==> src/spi_cmd_map.svh <==
// Operation
// - four-wire mode shifts a byte out per byte in
// - two successive 7Ah bytes reset the port
// - port reset leaves registers and pointer untouched
// - set-address command loads the pointer
// - write command 7Eh stores byte, then increments
// - read returns pointed register, then increments
// - sample on rising edge; clock, data idle high
// - pointer wraps from FFh to 00h
// - bidirectional mode: command phase, then data phase
// - set-address code 7Dh; unknown codes ignored
`ifndef SPI_CMD_MAP_SVH
`define SPI_CMD_MAP_SVH
`define CMD_IF_RESET 8'h7A
`define CMD_SET_ADDR 8'h7D
`define CMD_WRITE 8'h7E
`define CMD_READ 8'h7F
`define PTR_RESET 8'h00
`define PTR_STEP 8'h01
`define LAST_BIT 3'h7
`define HIST_IDLE 15'h7FFF
`define PIN_CS 0
`define PIN_SCK 1
`define PIN_MOSI 2
`define PIN_SDIO 3
`define PIN_MODE 4
`endif

==> src/spi_cmd_pkg.sv <==
package spi_cmd_pkg;
   typedef enum logic [1:0]
   {
      PH_CMD = 2'b00,
      PH_ADDR = 2'b01,
      PH_WDATA = 2'b11,
      PH_RDATA = 2'b10
   } phase_e;

   typedef struct packed
   {
      logic [4:0] s1;
      logic [4:0] s2;
      logic [4:0] s3;
      logic [4:0] f;
      phase_e phase;
      logic [2:0] bcnt;
      logic [7:0] shin;
      logic [7:0] shout;
      logic [7:0] ptr;
      logic [14:0] hist;
      logic out;
      logic oe;
      logic we;
      logic [7:0] waddr;
      logic [7:0] wdata;
   } port_s;

   typedef struct packed
   {
      logic [255:0][7:0] mem;
      logic [7:0] rdata;
   } mem_s;
endpackage

==> src/reg_mem.sv <==
`timescale 1ns/1ns
module reg_mem
(
   // clock and reset
   input wire logic clk,
   input wire logic rst_n,
   // write port
   input wire logic we,
   input wire logic [7:0] waddr,
   input wire logic [7:0] wdata,
   // read port
   input wire logic [7:0] raddr,
   output logic [7:0] rdata
);
   import spi_cmd_pkg::*;

   mem_s r;
   mem_s r_nxt;

   always_comb
   begin
      r_nxt = r;
      if (we)
      begin
         r_nxt.mem[waddr] = wdata;
      end
      r_nxt.rdata = r.mem[raddr];
   end

   always_ff @(posedge clk or negedge rst_n)
   begin
      if (!rst_n)
      begin
         r <= '0;
      end
      else
      begin
         r <= r_nxt;
      end
   end

   assign rdata = r.rdata;
endmodule

==> src/spi_register_command_port.sv <==
`timescale 1ns/1ns
`include "spi_cmd_map.svh"
module spi_register_command_port
(
   // clock and reset
   input wire logic clk,
   input wire logic rst_n,
   // serial pins
   input wire logic cs_n,
   input wire logic sclk,
   input wire logic mosi,
   output logic miso,
   // shared line and mode strap
   input wire logic shared_serial_data_line_in,
   output logic shared_serial_data_line_out,
   output logic shared_serial_data_line_oe,
   input wire logic bidir_mode,
   // register write notice
   output logic reg_wr_pulse,
   output logic [7:0] reg_wr_addr,
   output logic [7:0] reg_wr_data
);
   import spi_cmd_pkg::*;

   spi_cmd_pkg::port_s r;
   spi_cmd_pkg::port_s r_nxt;
   logic [7:0] rdata;
   logic rise_w;
   logic done_w;
   logic rst_w;
   logic din_w;
   logic [7:0] byte_w;

   reg_mem u_mem
   (
      .clk(clk),
      .rst_n(rst_n),
      .we(r.we),
      .waddr(r.waddr),
      .wdata(r.wdata),
      .raddr(r.ptr),
      .rdata(rdata)
   );

   always_comb
   begin
      r_nxt = r;
      r_nxt.we = 1'b0;
      r_nxt.s1 = {bidir_mode, shared_serial_data_line_in, mosi, sclk, cs_n};
      r_nxt.s2 = r.s1;
      r_nxt.s3 = r.s2;
      for (int i = 0; i < 5; i++)
      begin
         r_nxt.f[i] = (r.s2[i] == r.s3[i]) ? r.s3[i] : r.f[i];
      end
      // sample on rising edge of the filtered clock
      rise_w = r_nxt.f[`PIN_SCK] & ~r.f[`PIN_SCK];
      din_w = r_nxt.f[`PIN_MODE] ? r_nxt.f[`PIN_SDIO] : r_nxt.f[`PIN_MOSI];
      byte_w = {r.shin[6:0], din_w};
      done_w = rise_w && !r_nxt.f[`PIN_CS] && (r.bcnt == `LAST_BIT);
      // reset pair seen on any bit, so a slipped byte count realigns
      rst_w = rise_w && !r_nxt.f[`PIN_CS]
         && ({r.hist, din_w} == {`CMD_IF_RESET, `CMD_IF_RESET});
      if (r_nxt.f[`PIN_CS])
      begin
         // deselected: lines rest high, frame state cleared
         r_nxt.phase = PH_CMD;
         r_nxt.bcnt = 3'h0;
         r_nxt.hist = `HIST_IDLE;
         r_nxt.out = 1'b1;
         r_nxt.oe = 1'b0;
      end
      else if (r.f[`PIN_CS])
      begin
         // first bit ready before the first rising edge
         r_nxt.out = rdata[7];
         r_nxt.shout = {rdata[6:0], 1'b1};
      end
      else if (rise_w)
      begin
         r_nxt.shin = byte_w;
         r_nxt.bcnt = r.bcnt + 3'h1;
         r_nxt.hist = {r.hist[13:0], din_w};
         if (!done_w && !rst_w)
         begin
            r_nxt.out = r.shout[7];
            r_nxt.shout = {r.shout[6:0], 1'b1};
         end
         else
         begin
            // next outgoing byte from the current pointer
            r_nxt.out = rdata[7];
            r_nxt.shout = {rdata[6:0], 1'b1};
            if (rst_w)
            begin
               // only the port state is cleared; next bit opens a byte
               r_nxt.bcnt = 3'h0;
               r_nxt.hist = `HIST_IDLE;
               r_nxt.phase = PH_CMD;
               r_nxt.oe = 1'b0;
            end
            else
            begin
               case (r.phase)
                  PH_CMD:
                  begin
                     case (byte_w)
                        `CMD_SET_ADDR: r_nxt.phase = PH_ADDR;
                        `CMD_WRITE: r_nxt.phase = PH_WDATA;
                        `CMD_READ:
                        begin
                           r_nxt.phase = PH_RDATA;
                           r_nxt.oe = r_nxt.f[`PIN_MODE];
                        end
                        default: r_nxt.phase = PH_CMD;
                     endcase
                  end
                  PH_ADDR:
                  begin
                     r_nxt.ptr = byte_w;
                     r_nxt.phase = PH_CMD;
                  end
                  PH_WDATA:
                  begin
                     r_nxt.we = 1'b1;
                     r_nxt.waddr = r.ptr;
                     r_nxt.wdata = byte_w;
                     r_nxt.ptr = r.ptr + `PTR_STEP;
                     r_nxt.phase = PH_CMD;
                  end
                  PH_RDATA:
                  begin
                     r_nxt.ptr = r.ptr + `PTR_STEP;
                     r_nxt.oe = 1'b0;
                     r_nxt.phase = PH_CMD;
                  end
                  default: r_nxt.phase = PH_CMD;
               endcase
            end
         end
      end
   end

   always_ff @(posedge clk or negedge rst_n)
   begin
      if (!rst_n)
      begin
         r <= '{s1: 5'h0F, s2: 5'h0F, s3: 5'h0F, f: 5'h0F, phase: PH_CMD,
                bcnt: 3'h0, shin: 8'h00, shout: 8'hFF, ptr: `PTR_RESET,
                hist: `HIST_IDLE, out: 1'b1, oe: 1'b0, we: 1'b0,
                waddr: 8'h00, wdata: 8'h00};
      end
      else
      begin
         r <= r_nxt;
      end
   end

   assign miso = r.out;
   assign shared_serial_data_line_out = r.out;
   assign shared_serial_data_line_oe = r.oe;
   assign reg_wr_pulse = r.we;
   assign reg_wr_addr = r.waddr;
   assign reg_wr_data = r.wdata;

   a_byte_out: assert property (@(posedge clk)
      disable iff (!rst_n) done_w |=> r.out == $past(rdata[7]))
      else $error("outgoing byte not loaded at byte end");
   a_shift_out: assert property (@(posedge clk)
      disable iff (!rst_n)
      rise_w && !done_w && !rst_w && !r.f[`PIN_CS] && !r_nxt.f[`PIN_CS]
      |=> r.out == $past(r.shout[7]))
      else $error("outgoing bit not shifted on rising edge");
   a_reset_seq: assert property (@(posedge clk)
      disable iff (!rst_n)
      rst_w |=> r.phase == PH_CMD && !r.oe && !r.we && r.bcnt == 3'h0)
      else $error("double reset code did not reset the port");
   a_reset_keeps: assert property (@(posedge clk)
      disable iff (!rst_n) rst_w |=> r.ptr == $past(r.ptr))
      else $error("port reset changed the pointer");
   a_set_addr: assert property (@(posedge clk)
      disable iff (!rst_n) done_w && !rst_w && r.phase == PH_ADDR
      |=> r.ptr == $past(byte_w) && r.phase == PH_CMD)
      else $error("pointer not loaded by set address");
   a_write_store: assert property (@(posedge clk)
      disable iff (!rst_n) done_w && !rst_w && r.phase == PH_WDATA
      |=> r.we && r.waddr == $past(r.ptr) && r.wdata == $past(byte_w)
      && r.ptr == 8'($past(r.ptr) + `PTR_STEP))
      else $error("write did not store and increment");
   a_store_lands: assert property (@(posedge clk)
      disable iff (!rst_n)
      r.we |=> u_mem.r.mem[$past(r.waddr)] == $past(r.wdata))
      else $error("register write did not land");
   a_read_inc: assert property (@(posedge clk)
      disable iff (!rst_n) done_w && !rst_w && r.phase == PH_RDATA
      |=> r.ptr == 8'($past(r.ptr) + `PTR_STEP) && !r.oe)
      else $error("read did not increment pointer");
   a_ptr_wrap: assert property (@(posedge clk)
      disable iff (!rst_n)
      done_w && !rst_w && r.phase == PH_WDATA && r.ptr == 8'hFF
      |=> r.ptr == `PTR_RESET)
      else $error("pointer did not wrap");
   a_idle_high: assert property (@(posedge clk)
      disable iff (!rst_n) r.f[`PIN_CS] |-> r.out && !r.oe)
      else $error("outputs not idle while deselected");
   a_rise_only: assert property (@(posedge clk)
      disable iff (!rst_n) !rise_w |=> $stable(r.shin))
      else $error("data sampled without rising edge");
   a_read_drive: assert property (@(posedge clk)
      disable iff (!rst_n)
      done_w && !rst_w && r.phase == PH_CMD && byte_w == `CMD_READ
      |=> r.phase == PH_RDATA && r.oe == r.f[`PIN_MODE])
      else $error("read command did not turn the shared line");
   a_oe_read: assert property (@(posedge clk)
      disable iff (!rst_n) r.oe |-> r.phase == PH_RDATA && r.f[`PIN_MODE])
      else $error("shared line driven outside read phase");
   a_ignore_cmd: assert property (@(posedge clk)
      disable iff (!rst_n)
      done_w && !rst_w && r.phase == PH_CMD && byte_w != `CMD_SET_ADDR
      && byte_w != `CMD_WRITE && byte_w != `CMD_READ
      |=> r.phase == PH_CMD && $stable(r.ptr) && !r.we)
      else $error("unknown command had an effect");
endmodule

==> config.mk <==
export PLATFORM = sky130hd
export DESIGN_NAME = spi_register_command_port
export DESIGN_NICKNAME = d
export VERILOG_FILES = /design/src/spi_cmd_pkg.sv /design/src/reg_mem.sv /design/src/spi_register_command_port.sv
export VERILOG_INCLUDE_DIRS = /design/src
export SDC_FILE = /design/constraint.sdc
export NUM_CORES = 2
export LEC_CHECK = 0
export BUFFER_PORTS_ARGS = -buffer_cell sky130_fd_sc_hd__buf_4
export CORE_AREA = 2 2 738 446
export DETAILED_ROUTE_END_ITERATION = 16
export DIE_AREA = 0 0 740 448
export GPL_TIMING_DRIVEN = 0
export HOLD_SLACK_MARGIN = 0.08
export PLACE_DENSITY = 0.5
export SYNTH_ARGS = -nofsm -noshare
export SYNTH_HDL_FRONTEND = slang
export SYNTH_SLANG_ARGS = --single-unit
export TNS_END_PERCENT = 10
==> constraint.sdc <==
create_clock -name clk -period 2.87 [get_ports clk]
set_clock_uncertainty 0.1 [all_clocks]
set_input_delay 0.574 -clock clk [delete_from_list [all_inputs] [get_ports clk]]
set_output_delay 0.574 -clock clk [all_outputs]
set_load 0.01 [all_outputs]
==> results.sh <==
export IMPL_first_pass_iters=6
export IMPL_grt_pass1_vias=65158
export IMPL_finalNonFillerCells=11350
export IMPL_critPathMaxStageDelay_ps=570
export IMPL_synth_top_area_share_pct=54.1
export IMPL_cp_arrival_ps=4660
export IMPL_synth_ff_type="dfrtp_1"
export IMPL_final_area_um2=118000
export IMPL_dieWidth_um=740
export IMPL_avgSynthCellArea_um2=15.4
export IMPL_max_freq_mhz=248
export IMPL_seq_area_um2=53600
export IMPL_synth_area_leader_cell="dfrtp_1"
export IMPL_ioPinCount=27
export IMPL_worstSetupPathType="register to register"
export IMPL_slowest_stage="dfrtp_2"
export IMPL_worst_slack_ps=-1160
export IMPL_cpMostUsedCell="buf_6"
export IMPL_startpoint="r[36]"
export IMPL_hp_class="primary input to register"
export IMPL_worst_path_stages=9
export IMPL_cts_tree="done"
export IMPL_timing_rr_end="u_mem.rdata[3]"
export IMPL_ys_warnings_count=0
export IMPL_grt_setup_unrepaired="true"
export IMPL_seq_area_frac_synth_pct=55.2
export IMPL_finalSetupViolCount=2147
export IMPL_synthDistinctLibCells=84
export IMPL_synth_edf_count=0
export IMPL_cts_root_buffer="clkbuf_16"
export IMPL_grt_first_pass_wirelength_um=647000
export IMPL_detailed_place_hpwl_um=350000
export IMPL_yosysMostFrequentCell="dfrtp_1"
export IMPL_hp_start="bidir_mode"
export IMPL_p_clk_share_pct=48.2
export IMPL_start_util_pct=30.0
export IMPL_htreeDepth=4
export IMPL_fp_row_count=162
export IMPL_worst_path_buf_inv=4
export IMPL_max_clock_path_buffers=4
export IMPL_num_vias=68522
export IMPL_internal_power_mw=46.3
export IMPL_cp_max_fo=10
export IMPL_drive_gt1_share_pct=54.4
export IMPL_timing_hold_violations_final=0
export IMPL_slew_headroom_pct=2.44
export IMPL_leakage_nw=52.9
export IMPL_cts_buffers=205
export IMPL_cp_start_kind="register"
export IMPL_p_seq_share_pct=50.3
export IMPL_syn_num_nets=6316
export IMPL_core_area_um2=324000
export IMPL_crit_path_end_kind="register"
export IMPL_die_area_um2=332000
export IMPL_period_share_pct=140
export IMPL_ys_top_cells_by_count="dfrtp_1 (2098), mux2_2 (2070), mux4_2 (455)"
export IMPL_grt_use_total_pct=29.5
export IMPL_synthTopCellsByArea="dfrtp_1 (54%), mux2_2 (24%), mux4_2 (11%)"
export IMPL_ant_nets=0
export IMPL_reg2regPathDepth=9
export IMPL_pwr_density_cell_nw_per_um2=512
export IMPL_async_reset_ff_share_pct=100
export IMPL_pwr_share_comb_pct=1.5
export IMPL_chipHeight_um=448
export IMPL_power_switching_mw=13.9
export IMPL_syn_area_um2=97100
export IMPL_grt_max_degree=185
export IMPL_ir_drop_mv=0.514
export IMPL_nets=6810
export IMPL_violations="setup timing"
export IMPL_place_congestion=1.04
export IMPL_multiInputGateArea_um2=43300
export IMPL_hold_path_endpoint="r[82]"
export IMPL_ys_ff_latch=2138
export IMPL_sw_frac_of_total_pct=23.1
export IMPL_drt_wirelength_per_cell_um=44.2
export IMPL_synthToLayoutAreaGrowth_pct=21.1
export IMPL_worstMarginPinSlew_ps=1460
export IMPL_avgViaCountPerCell=6.04
export IMPL_hold_path_depth=2
export IMPL_drt_iter0_drc=10431
export IMPL_path_delay_family="buffers and inverters"
export IMPL_dp_cells=10736
export IMPL_r2r_start="r[36]"
export IMPL_n_fill_cell=30588
export IMPL_max_cap_violations=0
export IMPL_holdWs_ps=216
export IMPL_path_clk_slew_ps=70
export IMPL_final_min_clock_period_ps=4030
export IMPL_synthCells=6306
export IMPL_io_buffers=26
export IMPL_postLayoutCoreUtil_pct=36.3
export IMPL_ff2ff_setup_slack_ps=-1160
export IMPL_post_route_drc_count=0
export IMPL_antenna_found_initial=91
export IMPL_cts_sinks=2138
export IMPL_status="finished, violations left"
export IMPL_gr_total_overflow=0
export IMPL_wirelength_um=501000
export IMPL_required_ps=3500
export IMPL_clk_insertion_delay_late_ps=920
export IMPL_dpl_cell_area_um2=104000
export IMPL_slew_viol_final=0
export IMPL_critical_path_cell_chain="buf_6, buf_6, buf_4, buf_8, nand3_2, a211o_1, o211ai_1, o32ai_4, nor3_4"
==> how the worst max path moves through the flow <==
stage,endpoint,slack (ps)
2_1_floorplan,u_mem.rdata[4],380
4_1_cts,u_mem.rdata[3],-800
5_1_grt,u_mem.rdata[3],-950
6_report,u_mem.rdata[3],-1160
3_3_place_gp,u_mem.r[977],-26390
3_5_place_dp,u_mem.rdata[5],-3920
==> through the flow <==
stage                     power (mW)  TNS [ps]  setup slack [ps]
after CTS                       60.2   -559880              -797
final                           60.2   -606540             -1160
after floorplan                 31.0         0               379
after global placement          31.7         -            -26390
after global routing            61.6   -675090              -950
after detailed placement        31.7  -2163300             -3920
==> power by group through the flow <==
stage | Combinational (mW) | Clock (mW) | Sequential (mW)
after floorplan | 0.119 | 0 | 30.8
after global placement | 0.756 | 0 | 30.9
after detailed placement | 0.860 | 0 | 30.9
after CTS | 0.877 | 29.0 | 30.3
after global routing | 1.02 | 30.3 | 30.3
final | 0.888 | 29.0 | 30.3
==> layout make-up <==
type / count / share of cell area (%)
Multi-Input combinational cell: 3665 / 36.8
Inverter: 14 / 0.0511
Tap cell: 4346 / 4.62
Antenna cell: 43 / 0.0915
Clock buffer: 304 / 5.18
Clock inverter: 64 / 0.635
Sequential cell: 2138 / 45.5
Timing Repair Buffer: 291 / 3.23
Buffer: 485 / 3.80
==> per-layer routing <==
metal	track usage, %	vias to the layer above	share of wire, %
met4	11.0	50	4.4
met2	35.6	5152	36
met5	1.17	-	0.21
met1	40.7	37628	42
li1	-	24698	-
met3	19.3	994	18
==> worst register-to-register path, delay by kind of cell, from the launching register on <==
kind	cells	cell delay, ps
compound gates	3	910
buf+inv	4	1480
flops	1	570
simple gates	2	790
==> registers in the layout (all words and copies together) (netlist names) <==
signal / count
byte_w: 7
u_mem.rdata: 8
reg_wr_data: 8
miso: 1
u_mem.r: 2048
shared_serial_data_line_oe: 1
reg_wr_addr: 8
reg_wr_pulse: 1
r: 56
==> logic make-up after synthesis <==
kind of cell               after synthesis  synth area share (%)
adders and majority gates                8                0.0928
AOI/OAI and AO/OA                      441                  3.33
DFF                                   2138                  55.2
buffers and inverters                  503                  2.66
and+or+nand+nor                        518                  2.32
muxes                                 2697                  36.4
xor gates and xnor gates                 1               0.00902
==> layout by cell type (no fill, tap or decap), types with 63 or more instances in the layout <==
master     synthesis  layout
nor2_4             0      94
dfrtp_1         2098    2094
nor2_1           225      94
buf_4             39     191
mux2_2          2070    2069
a21oi_1           84      63
clkbuf_8           0      72
buf_12             8     106
mux2i_1          158     134
buf_16             0      73
a22oi_1           78      64
nand2_1          167     149
clkbuf_1         326     250
clkbuf_16          0     217
mux4_2           455     455
==> what timing repair did <==
item | 4_1_cts | 5_1_grt
hold endpoints to repair | 384 | 147
hold buffers | 9 | 2
setup endpoints to repair | 2115 | 2188
resized for setup | 889 | 96
gates cloned | 1 | 5
setup buffers | 125 | 66
pin swaps | 58 | 39
Power figures use the tool's default switching activity.
